$ cat src/core/ssf_map.svh
// register offsets, field positions, reset values of the serial status block
// assumes a 32-bit apb slave decoding byte addresses on 8 address bits
`ifndef SSF_MAP_SVH
`define SSF_MAP_SVH

`define SSF_ADDR_W 8
`define SSF_STATUS_OFF 8'h00
`define SSF_CTRL_OFF 8'h04

`define SSF_TX_EMPTY_BIT 7
`define SSF_RX_FULL_BIT 6
`define SSF_OVERRUN_BIT 5
`define SSF_FRAME_ERS_BIT 4
`define SSF_PARITY_BIT 3
`define SSF_TX_END_BIT 2
`define SSF_RX_MPB_BIT 1
`define SSF_TX_MPB_BIT 0
`define SSF_FLAG_LO 3
`define SSF_FLAG_HI 7

`define SSF_CTRL_TE_BIT 0
`define SSF_CTRL_RE_BIT 1
`define SSF_CTRL_CARD_BIT 2

`define SSF_STATUS_RST 8'h84
`define SSF_CTRL_RST 3'h0
`define SSF_PIN_IDLE 1'b1

`endif

$ cat src/core/ssf_pkg.sv
// types shared by the serial status block
// assumes ssf_map.svh holds every number
package ssf_pkg;

    typedef struct packed {
        logic transmit_enable;
        logic receive_enable;
        logic card_mode_select;
    } ssf_ctrl_s;

    typedef struct packed {
        logic done;
        logic stop1;
        logic parity_err;
        logic rx_multiproc_bit;
    } ssf_rx_evt_s;

    typedef struct packed {
        logic load;
        logic last_bit;
        logic ctl_write;
    } ssf_tx_evt_s;

    typedef logic [7:0] ssf_byte_t;

endpackage : ssf_pkg

$ cat src/core/ssf_sync.sv
// two-flop synchroniser for a pin level
// assumes the pin idles high
`timescale 1ns/1ps
`include "ssf_map.svh"
module ssf_sync (
    input wire logic pclk,
    input wire logic presetn,
    input wire logic pin,
    output logic level_q
);
    logic meta_q;
    logic meta_d;
    logic level_d;

    always_comb begin
        meta_d = pin;
        level_d = meta_q;
    end

    always_ff @(posedge pclk or negedge presetn) begin
        if (!presetn) begin
            meta_q <= `SSF_PIN_IDLE;
            level_q <= `SSF_PIN_IDLE;
        end else begin
            meta_q <= meta_d;
            level_q <= level_d;
        end
    end
endmodule : ssf_sync

$ cat src/core/ssf_flag.sv
// one status flag cleared by reading 1 then writing 0
// assumes strobes are one-cycle pulses on pclk
`timescale 1ns/1ps
module ssf_flag #(
    parameter logic RST = 1'b0
) (
    input wire logic pclk,
    input wire logic presetn,
    input wire logic set,
    input wire logic hw_clr,
    input wire logic rd_stb,
    input wire logic rd_bit,
    input wire logic wr_stb,
    input wire logic wr_bit,
    output logic flag_q,
    output logic armed_q
);
    logic flag_d;
    logic armed_d;
    logic sw_clr;

    always_comb begin
        sw_clr = wr_stb && !wr_bit && armed_q; // see RULE2
        // set beats any clear; writing 1 does nothing
        flag_d = set || (flag_q && !(sw_clr || hw_clr)); // see RULE21 see RULE19
        armed_d = armed_q;
        if (rd_stb && rd_bit) begin
            armed_d = 1'b1;
        end else if (wr_stb) begin
            armed_d = 1'b0;
        end
    end

    always_ff @(posedge pclk or negedge presetn) begin
        if (!presetn) begin
            flag_q <= RST;
            armed_q <= 1'b0;
        end else begin
            flag_q <= flag_d;
            armed_q <= armed_d;
        end
    end
endmodule : ssf_flag

$ cat src/core/ssf_status.sv
// serial status flags with an apb register port
// assumes shift engines and transfer controller run on pclk and give one-cycle pulses
//
// Behaviour
// RULE1 - overrun sets when a reception completes while receive-full is 1
// RULE2 - overrun clears only on a 0 write after reading it as 1
// RULE3 - normal mode: stop bit 0 sets framing error; read-1-write-0 clears it
// RULE4 - with two stop bits only the first stop bit is checked
// RULE5 - parity mismatch sets parity error; read-1-write-0 clears it
// RULE6 - transmit-end set while transmit disabled or last bit sent with empty 1
// RULE7 - transmit-end clears on transmit-empty software clear or controller write
// RULE8 - received multiprocessor bit is captured from each received character; the code captures it only while card mode select is 0
// RULE9 - received multiprocessor bit holds when receive enable is 0
// RULE10 - writable transfer bit supplies the transmitted multiprocessor bit
// RULE11 - transmit-empty set while transmit disabled or on holding-to-shifter move
// RULE12 - transmit-empty clears on read-1-write-0 or controller transmit write
// RULE13 - receive-full sets when an error-free byte moves into the holding register
// RULE14 - receive-full clears on read-1-write-0 or controller receive read
// RULE15 - clearing receive enable leaves receive-full unchanged
// RULE16 - card mode select 1 makes bit 4 the error signal flag
// RULE17 - card mode: sampled low error signal sets the error signal flag
// RULE18 - error signal flag clears only on read-1-write-0
// RULE19 - writing 1 to the clearable flags has no effect
// RULE20 - card mode select 0 gives normal framing and multiprocessor meanings
// RULE21 - a hardware set beats a software clear in the same cycle
//
// Chosen here: the APB slave port and the register addresses.
`timescale 1ns/1ps
`include "ssf_map.svh"
module ssf_status
    import ssf_pkg::*;
(
    input wire logic pclk,
    input wire logic presetn,
    input wire logic psel,
    input wire logic penable,
    input wire logic pwrite,
    input wire logic [`SSF_ADDR_W-1:0] paddr,
    input wire logic [31:0] pwdata,
    output logic pready,
    output logic [31:0] prdata,
    output logic pslverr,
    input wire ssf_rx_evt_s rx_evt,
    input wire ssf_tx_evt_s tx_evt,
    input wire logic ctl_rx_read,
    input wire logic card_err_sample,
    input wire logic card_err_pin,
    output ssf_byte_t serial_status,
    output ssf_ctrl_s serial_control,
    output logic tx_multiproc_bit,
    output logic transmit_request,
    output logic receive_request,
    output logic rx_accept
);
    function automatic logic addr_hit(input logic [`SSF_ADDR_W-1:0] a,
                                      input logic [`SSF_ADDR_W-1:0] off);
        addr_hit = (a == off);
    endfunction : addr_hit

    // bus state
    logic pready_d;
    logic pready_q;
    logic pslverr_d;
    logic pslverr_q;
    logic [31:0] prdata_d;
    logic [31:0] prdata_q;
    logic done_rd;
    logic done_wr;
    logic wr_status;
    logic wr_ctrl;
    logic rd_status;
    logic mapped;

    // control and status state
    ssf_ctrl_s ctrl_d;
    ssf_ctrl_s ctrl_q;
    logic tx_mpb_d;
    logic tx_mpb_q;
    logic rx_mpb_d;
    logic rx_mpb_q;
    logic transmit_end_flag_d;
    logic transmit_end_flag_q;
    logic treq_d;
    logic treq_q;
    logic rreq_d;
    logic rreq_q;
    logic acc_d;
    logic acc_q;
    logic transmit_empty_flag_sw_clr;
    logic err_level;
    logic rx_live;
    logic rx_clean;

    logic [`SSF_FLAG_HI:`SSF_FLAG_LO] fl_set;
    logic [`SSF_FLAG_HI:`SSF_FLAG_LO] fl_hwclr;
    logic [`SSF_FLAG_HI:`SSF_FLAG_LO] fl_q;
    logic [`SSF_FLAG_HI:`SSF_FLAG_LO] fl_armed;
    ssf_byte_t status_now;

    ssf_sync u_err_sync (
        .pclk(pclk),
        .presetn(presetn),
        .pin(card_err_pin),
        .level_q(err_level)
    );

    // apb decode and answer, no wait states
    always_comb begin
        mapped = addr_hit(paddr, `SSF_STATUS_OFF) || addr_hit(paddr, `SSF_CTRL_OFF);
        done_rd = psel && penable && pready_q && !pwrite;
        done_wr = psel && penable && pready_q && pwrite && !pslverr_q;
        wr_status = done_wr && addr_hit(paddr, `SSF_STATUS_OFF);
        wr_ctrl = done_wr && addr_hit(paddr, `SSF_CTRL_OFF);
        rd_status = done_rd && addr_hit(paddr, `SSF_STATUS_OFF) && !pslverr_q;
        pready_d = psel && !penable;
        pslverr_d = psel && !penable && !mapped;
        prdata_d = prdata_q;
        if (psel && !penable) begin
            prdata_d = 32'h0;
            if (addr_hit(paddr, `SSF_STATUS_OFF)) begin
                prdata_d[7:0] = status_now;
            end else if (addr_hit(paddr, `SSF_CTRL_OFF)) begin
                prdata_d[`SSF_CTRL_TE_BIT] = ctrl_q.transmit_enable;
                prdata_d[`SSF_CTRL_RE_BIT] = ctrl_q.receive_enable;
                prdata_d[`SSF_CTRL_CARD_BIT] = ctrl_q.card_mode_select;
            end
        end
    end

    always_ff @(posedge pclk or negedge presetn) begin
        if (!presetn) begin
            pready_q <= 1'b0;
            pslverr_q <= 1'b0;
            prdata_q <= 32'h0;
        end else begin
            pready_q <= pready_d;
            pslverr_q <= pslverr_d;
            prdata_q <= prdata_d;
        end
    end

    // flag set and hardware clear terms
    always_comb begin
        rx_live = rx_evt.done && ctrl_q.receive_enable;
        rx_clean = rx_live && !fl_q[`SSF_RX_FULL_BIT] && !rx_evt.parity_err
                   && (ctrl_q.card_mode_select || rx_evt.stop1);
        fl_set = '0;
        fl_hwclr = '0;
        fl_set[`SSF_TX_EMPTY_BIT] = !ctrl_q.transmit_enable || tx_evt.load; // see RULE11
        fl_hwclr[`SSF_TX_EMPTY_BIT] = tx_evt.ctl_write; // see RULE12
        // receive enable low blocks new sets but never clears
        fl_set[`SSF_RX_FULL_BIT] = rx_clean; // see RULE13 see RULE15
        fl_hwclr[`SSF_RX_FULL_BIT] = ctl_rx_read; // see RULE14
        fl_set[`SSF_OVERRUN_BIT] = rx_live && fl_q[`SSF_RX_FULL_BIT]; // see RULE1
        if (ctrl_q.card_mode_select) begin
            fl_set[`SSF_FRAME_ERS_BIT] = card_err_sample && !err_level; // see RULE16 see RULE17
        end else begin
            // only the first stop bit is examined
            fl_set[`SSF_FRAME_ERS_BIT] = rx_live && !rx_evt.stop1; // see RULE3 see RULE4 see RULE20
        end
        fl_set[`SSF_PARITY_BIT] = rx_live && rx_evt.parity_err; // see RULE5
    end

    // clearable flags, bit 4 shares its cell between modes
    generate
        for (genvar i = `SSF_FLAG_LO; i <= `SSF_FLAG_HI; i++) begin : g_flag
            ssf_flag #(
                .RST(1'(`SSF_STATUS_RST >> i))
            ) u_flag (
                .pclk(pclk),
                .presetn(presetn),
                .set(fl_set[i]),
                .hw_clr(fl_hwclr[i]),
                .rd_stb(rd_status),
                .rd_bit(prdata_q[i]),
                .wr_stb(wr_status),
                .wr_bit(pwdata[i]),
                .flag_q(fl_q[i]), // see RULE18
                .armed_q(fl_armed[i])
            );
        end
    endgenerate

    // transmit end, multiprocessor bits, control, request outputs
    always_comb begin
        transmit_empty_flag_sw_clr = wr_status && !pwdata[`SSF_TX_EMPTY_BIT] && fl_armed[`SSF_TX_EMPTY_BIT];
        transmit_end_flag_d = transmit_end_flag_q;
        if (!ctrl_q.transmit_enable || (tx_evt.last_bit && fl_q[`SSF_TX_EMPTY_BIT])) begin
            transmit_end_flag_d = 1'b1; // see RULE6 see RULE21
        end else if (transmit_empty_flag_sw_clr || tx_evt.ctl_write) begin
            transmit_end_flag_d = 1'b0; // see RULE7
        end
        rx_mpb_d = rx_mpb_q;
        if (rx_live && !ctrl_q.card_mode_select) begin
            rx_mpb_d = rx_evt.rx_multiproc_bit; // see RULE8 see RULE9
        end
        tx_mpb_d = tx_mpb_q;
        if (wr_status) begin
            tx_mpb_d = pwdata[`SSF_TX_MPB_BIT]; // see RULE10
        end
        ctrl_d = ctrl_q;
        if (wr_ctrl) begin
            ctrl_d.transmit_enable = pwdata[`SSF_CTRL_TE_BIT];
            ctrl_d.receive_enable = pwdata[`SSF_CTRL_RE_BIT];
            ctrl_d.card_mode_select = pwdata[`SSF_CTRL_CARD_BIT];
        end
        treq_d = ctrl_q.transmit_enable && fl_q[`SSF_TX_EMPTY_BIT];
        rreq_d = fl_q[`SSF_RX_FULL_BIT];
        acc_d = rx_clean;
        status_now = {fl_q, transmit_end_flag_q, rx_mpb_q, tx_mpb_q};
    end

    always_ff @(posedge pclk or negedge presetn) begin
        if (!presetn) begin
            ctrl_q <= `SSF_CTRL_RST;
            transmit_end_flag_q <= 1'(`SSF_STATUS_RST >> `SSF_TX_END_BIT);
            rx_mpb_q <= 1'b0;
            tx_mpb_q <= 1'b0;
            treq_q <= 1'b0;
            rreq_q <= 1'b0;
            acc_q <= 1'b0;
        end else begin
            ctrl_q <= ctrl_d;
            transmit_end_flag_q <= transmit_end_flag_d;
            rx_mpb_q <= rx_mpb_d;
            tx_mpb_q <= tx_mpb_d;
            treq_q <= treq_d;
            rreq_q <= rreq_d;
            acc_q <= acc_d;
        end
    end

    always_comb begin
        pready = pready_q;
        pslverr = pslverr_q;
        prdata = prdata_q;
        serial_status = status_now;
        serial_control = ctrl_q;
        tx_multiproc_bit = tx_mpb_q;
        transmit_request = treq_q;
        receive_request = rreq_q;
        rx_accept = acc_q;
    end
endmodule : ssf_status

$ cat config.mk
export PLATFORM = sky130hd
export DESIGN_NAME = ssf_status
export DESIGN_NICKNAME = d
export VERILOG_FILES = /design/src/core/ssf_pkg.sv /design/src/core/ssf_sync.sv /design/src/core/ssf_flag.sv /design/src/core/ssf_status.sv
export VERILOG_INCLUDE_DIRS = /design/src /design/src/core
export SDC_FILE = /design/constraint.sdc
export NUM_CORES = 1
export LEC_CHECK = 0
export ABC_AREA = 0
export BUFFER_PORTS_ARGS = -buffer_cell sky130_fd_sc_hd__buf_2
export CAP_MARGIN = 20
export CORE_UTILIZATION = 45
export CTS_CLUSTER_DIAMETER = 30
export DETAILED_ROUTE_END_ITERATION = 10
export PLACE_DENSITY_LB_ADDON = 0.12
export SETUP_SLACK_MARGIN = 0.4
export SLEW_MARGIN = 40
export SYNTH_ARGS = -nofsm -noshare
export SYNTH_HDL_FRONTEND = slang
export SYNTH_SLANG_ARGS = --single-unit
$ cat constraint.sdc
create_clock -name pclk -period 2.58 [get_ports pclk]
set_clock_uncertainty 0.2 [all_clocks]
set_input_delay 0.129 -clock pclk [delete_from_list [all_inputs] [get_ports pclk]]
set_output_delay 0.129 -clock pclk [all_outputs]
set_load 0.03 [all_outputs]
==> summary.txt, run 1 <==
CP peak stage delay: 0.60 ns
via count of the first global-routing pass: 1088
Critical path buffers and inverters: 1
worst slew margin relative to its limit: 54.6%
start point of the worst hold path: paddr[2]
DRT antenna net count: 0
period utilisation layout: 81.4%
count leader, synth: sky130_fd_sc_hd__buf_4
gate count of the mapped netlist: 140
clock period minus final worst setup slack: 2.10 ns
count of filler cells inserted in the layout: 294
placeable core region: 0.00336 sq mm
total met3 wirelength after detailed routing: 199 um
initial core utilization: 47.2%
routability congestion estimate: 0.768
Most used DFF post-synth: sky130_fd_sc_hd__dfrtp_1
nature of the critical path endpoint: flip-flop
Syn Std Cell Area: 0.00159 sq mm
clock tree from TritonCTS: done
share of post-route cells with drive strength above 1: 38.6%
via density per instance: 4.74
Min-Delay Path Class: in -> reg
site row count: 21
clock tree root driver cell: sky130_fd_sc_hd__clkbuf_4
die footprint: 0.00377 sq mm
sequential fraction of the synthesis area: 49.1%
hpwl dp: 2270 um
post-layout net count: 261
Routed met1 length: 1460 um
antenna violations before repair: 0
Seq cells post-synth: 31
number of DRC violations after detailed-routing iteration 0: 28
area growth from synthesis to layout: 25.2%
chain of cells forming the critical path: nand4b_1 -> nor4_4 -> o311ai_0 -> dlygate4sd3_1
worst-case vdd ir drop: 0.260 mV
DRC violation count after routing: 0
pin count of the biggest net entering global routing: 32
post-synthesis average cell area: 11.4 sq um
crit path launch type: flip-flop
RSZ-0062 raised after global routing: no
number of I/O pins: 104
Setup crit start: pslverr
start-to-end type of the worst setup path: reg -> reg
most frequent cells after synthesis: sky130_fd_sc_hd__buf_4, sky130_fd_sc_hd__dfrtp_1, sky130_fd_sc_hd__a22o_1
met2 routed WL: 1630 um
total via count after detailed routing: 1199
area share of the leading cell type in the synthesized netlist: 42.5%
Data arrival, critical path: 2.16 ns
library cell with the largest summed area after synthesis: sky130_fd_sc_hd__dfrtp_1
total of max-cap violations: 0
Slew Viols, Final: 0
run status: finished clean
routed wire length: 3340 um
count of cell types in the netlist: 30
number of buffers inserted during clock tree synthesis: 5
ANT cells: 0
number of endpoints failing setup at the final stage: 0
final routed wire length divided by cell count: 13.2 um
clock latency at the later pin of the worst-skew pair: 0.33 ns
detailed-router iteration count before antenna repair: 4
total area of multi-input combinational cells: 568 sq um
delay-heaviest family, CP: simple AND/OR/NAND/NOR gates
H-Tree Level Count: 2
overflow left after global routing: 0
first-pass GRT wire length: 5180 um
highest net fanout along the worst path: 6
final standard cell utilization of the core: 59.2%
startpoint of the worst register-to-register path: pslverr
leakage power: 1.05 nW
number of I/O port buffers: 55
Clock Sinks: 31
power per standard cell area: 464 mW/mm^2
largest cells by area after synthesis: sky130_fd_sc_hd__dfrtp_1, sky130_fd_sc_hd__buf_4, sky130_fd_sc_hd__dfstp_2, sky130_fd_sc_hd__a22o_1, sky130_fd_sc_hd__mux2_2
actual transition at the worst max-transition pin: 0.681 ns
GRT Overall Usage: 19.9%
maximum operating frequency: 476 MHz
uppermost signal routing layer after detailed routing: met4
post-route setup TNS: 0 ns
register area: 781 sq um
Clock Tree Buf Depth: 2
die extent in y: 61.4 um
cell at the slowest stage of the critical path: sky130_fd_sc_hd__dlygate4sd3_1
fraction of synthesis flops using an asynchronous set or reset pin: 100%
final hold vios: 0
warnings from Yosys: 0
count of flip-flops with a built-in enable after synthesis: 0
Horiz. Die Dim: 61.4 um
required time of the critical path: 2.64 ns
Clk pin slew, worst setup/hold paths: 0.09 ns
-- layout by cell type (no fill, tap or decap) --
| master | instances |
|---|---|
| sky130_fd_sc_hd__buf_2 | 55 |
| sky130_fd_sc_hd__dfrtp_1 | 27 |
| sky130_fd_sc_hd__conb_1 | 24 |
| sky130_fd_sc_hd__dlygate4sd3_1 | 21 |
| sky130_fd_sc_hd__a22o_1 | 10 |
| sky130_fd_sc_hd__nand2_1 | 8 |
| sky130_fd_sc_hd__inv_1 | 6 |
| sky130_fd_sc_hd__clkbuf_4 | 5 |
| sky130_fd_sc_hd__mux2_2 | 4 |
| sky130_fd_sc_hd__dfstp_2 | 4 |
| sky130_fd_sc_hd__nand2b_1 | 3 |
| sky130_fd_sc_hd__nor4_1 | 3 |
| sky130_fd_sc_hd__nand3b_1 | 3 |
| sky130_fd_sc_hd__mux2i_1 | 3 |
| sky130_fd_sc_hd__o31ai_1 | 3 |
| sky130_fd_sc_hd__or4_1 | 2 |
| sky130_fd_sc_hd__and2_1 | 2 |
| sky130_fd_sc_hd__nor2_1 | 2 |
| sky130_fd_sc_hd__or4_4 | 2 |
| sky130_fd_sc_hd__a32o_1 | 2 |
| sky130_fd_sc_hd__a21o_2 | 2 |
| sky130_fd_sc_hd__o311ai_0 | 2 |
| sky130_fd_sc_hd__buf_4 | 2 |
| sky130_fd_sc_hd__or3_1 | 1 |
| sky130_fd_sc_hd__or2_2 | 1 |
| sky130_fd_sc_hd__nand4b_1 | 1 |
| sky130_fd_sc_hd__o32a_1 | 1 |
| sky130_fd_sc_hd__o41ai_1 | 1 |
| sky130_fd_sc_hd__a31o_2 | 1 |
| sky130_fd_sc_hd__nor4_4 | 1 |
| sky130_fd_sc_hd__nor3_1 | 1 |
| sky130_fd_sc_hd__mux2_4 | 1 |
| sky130_fd_sc_hd__clkbuf_8 | 1 |
| sky130_fd_sc_hd__clkinv_2 | 1 |
| sky130_fd_sc_hd__clkbuf_1 | 1 |
-- worst paths after layout --
path,cells past startpoint,slack [ns],endpoint
worst min register to register,0,0.17,u_err_sync.level_q
worst max register to register,4,0.48,transmit_end_flag_q
max in group asynchronous,2,1.57,prdata[2]
min in group asynchronous,2,0.17,g_flag[7].u_flag.armed_q
worst min-delay path,3,0.01,prdata[1]
worst max-delay path,4,0.48,transmit_end_flag_q
-- layout make-up --
class | count | area share, %
sequential | 31 | 39.2
multi-input combinational | 84 | 28.6
timing repair buffer | 78 | 25.2
tap | 46 | 2.89
clock buffer | 7 | 2.77
inverter | 6 | 1.13
clock inverter | 1 | 0.252
-- routing by layer --
metal	GRT usage (%)	up-vias
met5	0	-
met4	7.62	0
met3	7.35	5
met2	31.7	51
met1	24.8	580
li1	-	563
-- through the flow --
stage	setup WS [ns]	hold slack (ns)	instance area [sq um]	std cells	total power, W
after floorplan	0.493	-0.367	1680	163	0.000603
after global placement	0.404	0.000547	1700	224	0.000609
after detailed placement	0.392	0.00694	1700	224	0.000611
after CTS	0.473	0.00989	1970	253	0.000929
after global routing	0.403	0.0231	1990	253	0.000966
final	0.480	0.0142	1990	253	0.000924
-- state kept, by name (all words and copies together) (netlist names) --
name	cells
tx_multiproc_bit	1
rx_mpb_q	1
serial_control	3
transmit_end_flag_q	1
prdata	8
transmit_request	1
g_flag.u_flag.flag_q	5
g_flag.u_flag.armed_q	5
rx_accept	1
receive_request	1
u_err_sync.level_d	1
pready	1
u_err_sync.level_q	1
pslverr	1
-- repair_timing --
item | in CTS | in global routing
buffers inserted | 0 | 0
hold buffers | 21 | 0
endpoints found under the setup margin | 0 | 1
resized for setup | 0 | 2
endpoints found under the hold margin | 41 | 0
-- worst reg2reg max path, cell delays in order, from the launching register on --
cell                            delay (ns)
sky130_fd_sc_hd__dfrtp_1              0.39
sky130_fd_sc_hd__nand4b_1             0.34
sky130_fd_sc_hd__nor4_4               0.33
sky130_fd_sc_hd__o311ai_0             0.16
sky130_fd_sc_hd__dlygate4sd3_1        0.60
-- power by group --
part / switching [W] / internal [W] / total [W]
Clock: 0.000169 / 0.000132 / 0.000301
Combinational: 0.0000859 / 0.0000419 / 0.000128
Sequential: 0.00000289 / 0.000492 / 0.000495
Total: 0.000258 / 0.000666 / 0.000924
-- logic make-up after synthesis --
logic type | count (synthesis) | synth area share (%)
buffers and inverters | 48 | 21.5
and+or+nand+nor | 30 | 11.3
AOI/OAI and AO/OA | 22 | 12.1
other | 1 | 0.236
muxes | 8 | 5.67
DFF | 31 | 49.1
(Power assumes the default switching activity.)
==> run 2: changes to the inputs <==
--- a/config.mk
+++ b/config.mk
@@ -6,10 +6,10 @@
 export SDC_FILE = /design/constraint.sdc
 export NUM_CORES = 1
 export LEC_CHECK = 0
-export ABC_AREA = 0
+export ABC_AREA = 1
 export BUFFER_PORTS_ARGS = -buffer_cell sky130_fd_sc_hd__buf_2
 export CAP_MARGIN = 20
-export CORE_UTILIZATION = 45
+export CORE_UTILIZATION = 42
 export CTS_CLUSTER_DIAMETER = 30
 export DETAILED_ROUTE_END_ITERATION = 10
 export PLACE_DENSITY_LB_ADDON = 0.12
==> constraint.sdc (replaced) <==
create_clock -name pclk -period 2.12 [get_ports pclk]
set_clock_uncertainty 0.2 [all_clocks]
set_input_delay 0.106 -clock pclk [delete_from_list [all_inputs] [get_ports pclk]]
set_output_delay 0.106 -clock pclk [all_outputs]
set_load 0.03 [all_outputs]
==> run 2 against run 1 <==
- clock power up 53%
- setup slack better by 0.0032 ns
- sequential share of layout area decreased by 2.0 points
- largest power group unchanged
- count of clock-buffer cells in the layout is 1 lower
- highest routed layer unchanged
- combinational power increased by 30%
- global-route usage down 2.6 points
- core utilization is 2.8 points lower
- area after synthesis rose by 4.3%
- via count rose by 14%
- register-to-register slack gained 0.19 ns
==> summary.txt, run 2 <==
instance area at placement: 0.00179 sq mm (+5.2%)
initial core utilization: 44.6% (-2.6 points)
highest net fanout along the worst path: 6 (unchanged)
worst slew margin relative to its limit: 54.3% (-0.27 points)
leading cell type in the layout, fill and taps excluded: sky130_fd_sc_hd__buf_2
Clock Tree Buf Depth: 2 (unchanged)
Clk pin slew, worst setup/hold paths: 0.06 ns (-0.03 ns)
area share of the leading cell type in the synthesized netlist: 40.8% (-1.8 points)
Slew Viols, Final: 0 (unchanged)
total area of multi-input combinational cells: 588 sq um (+3.5%)
Clock Sinks: 31 (unchanged)
count leader, synth: sky130_fd_sc_hd__nand2_1
count of flip-flops with a built-in enable after synthesis: 0 (unchanged)
count of filler cells inserted in the layout: 382 (+30%)
post-layout net count: 321 (+23%)
fraction of synthesis flops using an asynchronous set or reset pin: 100% (unchanged)
routability congestion estimate: 0.696 (-9.3%)
power per standard cell area: 587 mW/mm^2 (+26%)
number of flip-flops under the largest register name: 8 (unchanged)
total of max-cap violations: 0 (unchanged)
commonest cells after routing, fill and taps aside: sky130_fd_sc_hd__buf_2, sky130_fd_sc_hd__nand2_1, sky130_fd_sc_hd__dfrtp_1
largest cells by area after synthesis: sky130_fd_sc_hd__dfrtp_1, sky130_fd_sc_hd__buf_4, sky130_fd_sc_hd__nand2_1, sky130_fd_sc_hd__dfstp_2, sky130_fd_sc_hd__inv_1
hpwl dp: 2350 um (+3.5%)
period utilisation layout: 77.2%
post-route setup TNS: 0 ns (unchanged)
die extent in y: 64.8 um (+5.5%)
start-to-end type of the worst setup path: in -> reg
number of I/O pins: 104 (unchanged)
Most used DFF post-synth: sky130_fd_sc_hd__dfrtp_1
overflow left after global routing: 0 (unchanged)
die footprint: 0.00420 sq mm (+11%)
first-pass GRT wire length: 5440 um (+5.2%)
actual transition at the worst max-transition pin: 0.685 ns (+0.00405 ns)
number of I/O port buffers: 55 (unchanged)
Syn Std Cell Area: 0.00166 sq mm (+4.3%)
number of buffers inserted during clock tree synthesis: 5 (unchanged)
count of cell types in the netlist: 19 (-37%)
Min-Delay Path Class: in -> reg
final non-filler cell area: 0.00210 sq mm (+5.3%)
Horiz. Die Dim: 64.8 um (+5.5%)
library cell with the largest summed area after synthesis: sky130_fd_sc_hd__dfrtp_1
crit path launch type: input port
share of post-route cells with drive strength above 1: 29.7% (-8.9 points)
placeable core region: 0.00372 sq mm (+10%)
antenna violations before repair: 0 (unchanged)
RSZ-0062 raised after global routing: no
DRC violation count after routing: 0 (unchanged)
H-Tree Level Count: 2 (unchanged)
clock period minus final worst setup slack: 1.64 ns
nature of the critical path endpoint: flip-flop
total via count after detailed routing: 1364 (+14%)
leakage power: 1.14 nW (+8.4%)
final hold vios: 0 (unchanged)
pin count of the biggest net entering global routing: 32 (unchanged)
via density per instance: 4.34 (-8.3%)
GRT Overall Usage: 17.3% (-2.6 points)
final routed wire length divided by cell count: 10.6 um (-20%)
routed wire length: 3330 um (-0.33%)
gate count of the mapped netlist: 198 (+41%)
site row count: 22 (+4.8%)
clock tree from TritonCTS: done
run status: finished clean
Data arrival, critical path: 1.65 ns (-0.51 ns)
Seq cells post-synth: 31 (unchanged)
clock tree root driver cell: sky130_fd_sc_hd__clkbuf_8
number of DRC violations after detailed-routing iteration 0: 81 (+190%)
ANT cells: 0 (unchanged)
sequential fraction of the synthesis area: 47.1% (-2.0 points)
number of endpoints failing setup at the final stage: 0 (unchanged)
clock latency at the later pin of the worst-skew pair: 0.27 ns (-0.06 ns)
maximum operating frequency: 611 MHz
area growth from synthesis to layout: 26.4%
DRT antenna net count: 0 (unchanged)
post-CTS setup buffer count: 0 (unchanged)
most frequent cells after synthesis: sky130_fd_sc_hd__nand2_1, sky130_fd_sc_hd__buf_4, sky130_fd_sc_hd__dfrtp_1
post-synthesis average cell area: 8.37 sq um (-26%)
final standard cell utilization of the core: 56.4% (-2.8 points)
register area: 781 sq um (unchanged)
warnings from Yosys: 0 (unchanged)
via count of the first global-routing pass: 1296 (+19%)
required time of the critical path: 2.14 ns (-0.50 ns)
detailed-router iteration count before antenna repair: 4 (unchanged)
worst-case vdd ir drop: 0.251 mV (-3.3%)
-- run 2: path summary, 6_finish.rpt --
path                               startpoint                  endpoint  slack, ns  cells after the start
setup / recovery                      penable                 prdata[2]       0.48                      6
hold / removal                           psel                 prdata[0]       0.02                      5
setup reg to reg                      pslverr  g_flag[4].u_flag.armed_q       0.67                      6
hold reg to reg            u_err_sync.level_d        u_err_sync.level_q       0.15                      0
max in group asynchronous             presetn         serial_control[1]       1.06                      2
min in group asynchronous             presetn                 prdata[3]       0.21                      2
-- run 2: where the power goes --
group	switching [W]	internal [W]	total (W)
combinational	0.000110	0.0000566	0.000167
sequential	0.00000378	0.000600	0.000603
clock	0.000206	0.000254	0.000460
total	0.000320	0.000911	0.00123
-- run 2: through the flow --
| step | hold WS (ns) | setup WS [ns] | cells | total power [W] |
|---|---|---|---|---|
| global placement | -0.00879 | 0.627 | 286 | 0.000750 |
| floorplan | -0.390 | 0.667 | 221 | 0.000737 |
| finish | 0.0150 | 0.484 | 314 | 0.00123 |
| global route | 0.0463 | 0.443 | 314 | 0.00129 |
| CTS | 0.000665 | 0.405 | 314 | 0.00124 |
| detailed placement | -0.00788 | 0.611 | 286 | 0.000751 |
-- run 2: worst max-delay path, cell delays in order --
cell and delay [ns]:
sky130_fd_sc_hd__dlygate4sd3_1 0.54, sky130_fd_sc_hd__buf_2 0.14, sky130_fd_sc_hd__nor2_4 0.18, sky130_fd_sc_hd__dlygate4sd3_1 0.59, sky130_fd_sc_hd__nand2_1 0.05, sky130_fd_sc_hd__nand2_1 0.05
-- run 2: final cells by class --
class	instances	area share, %
flip-flops and latches	31	37.3
multi-input cells	128	28.1
repair buffers	77	23.5
inverters	23	4.12
clock buffers	6	3.94
well taps	48	2.87
clock inverters	1	0.239
-- run 2: cell families (layout without fill, tap and decap cells) --
family | after synthesis | count (layout) | share of synthesized area, %
AOI/OAI and AO/OA | 16 | 16 | 4.83
buffers and inverters | 62 | 107 | 22.9
DFF | 31 | 31 | 47.1
muxes | 1 | 1 | 0.679
other | 1 | 24 | 0.226
and+or+nand+nor | 87 | 87 | 24.2
-- run 2: routing by layer --
metal | global-route usage [%] | part of all wire (%) | vias up
met5 | 0 | 0 | -
met4 | 5.00 | 0.63 | 0
met3 | 5.81 | 6.8 | 2
met2 | 29.2 | 49 | 51
met1 | 20.7 | 44 | 629
li1 | - | - | 682
-- run 2: repair_timing --
| item | CTS | global route |
|---|---|---|
| hold endpoints to repair | 44 | 0 |
| setup endpoints to repair | 0 | 1 |
| hold buffers | 21 | 0 |
| resized for setup | 0 | 1 |
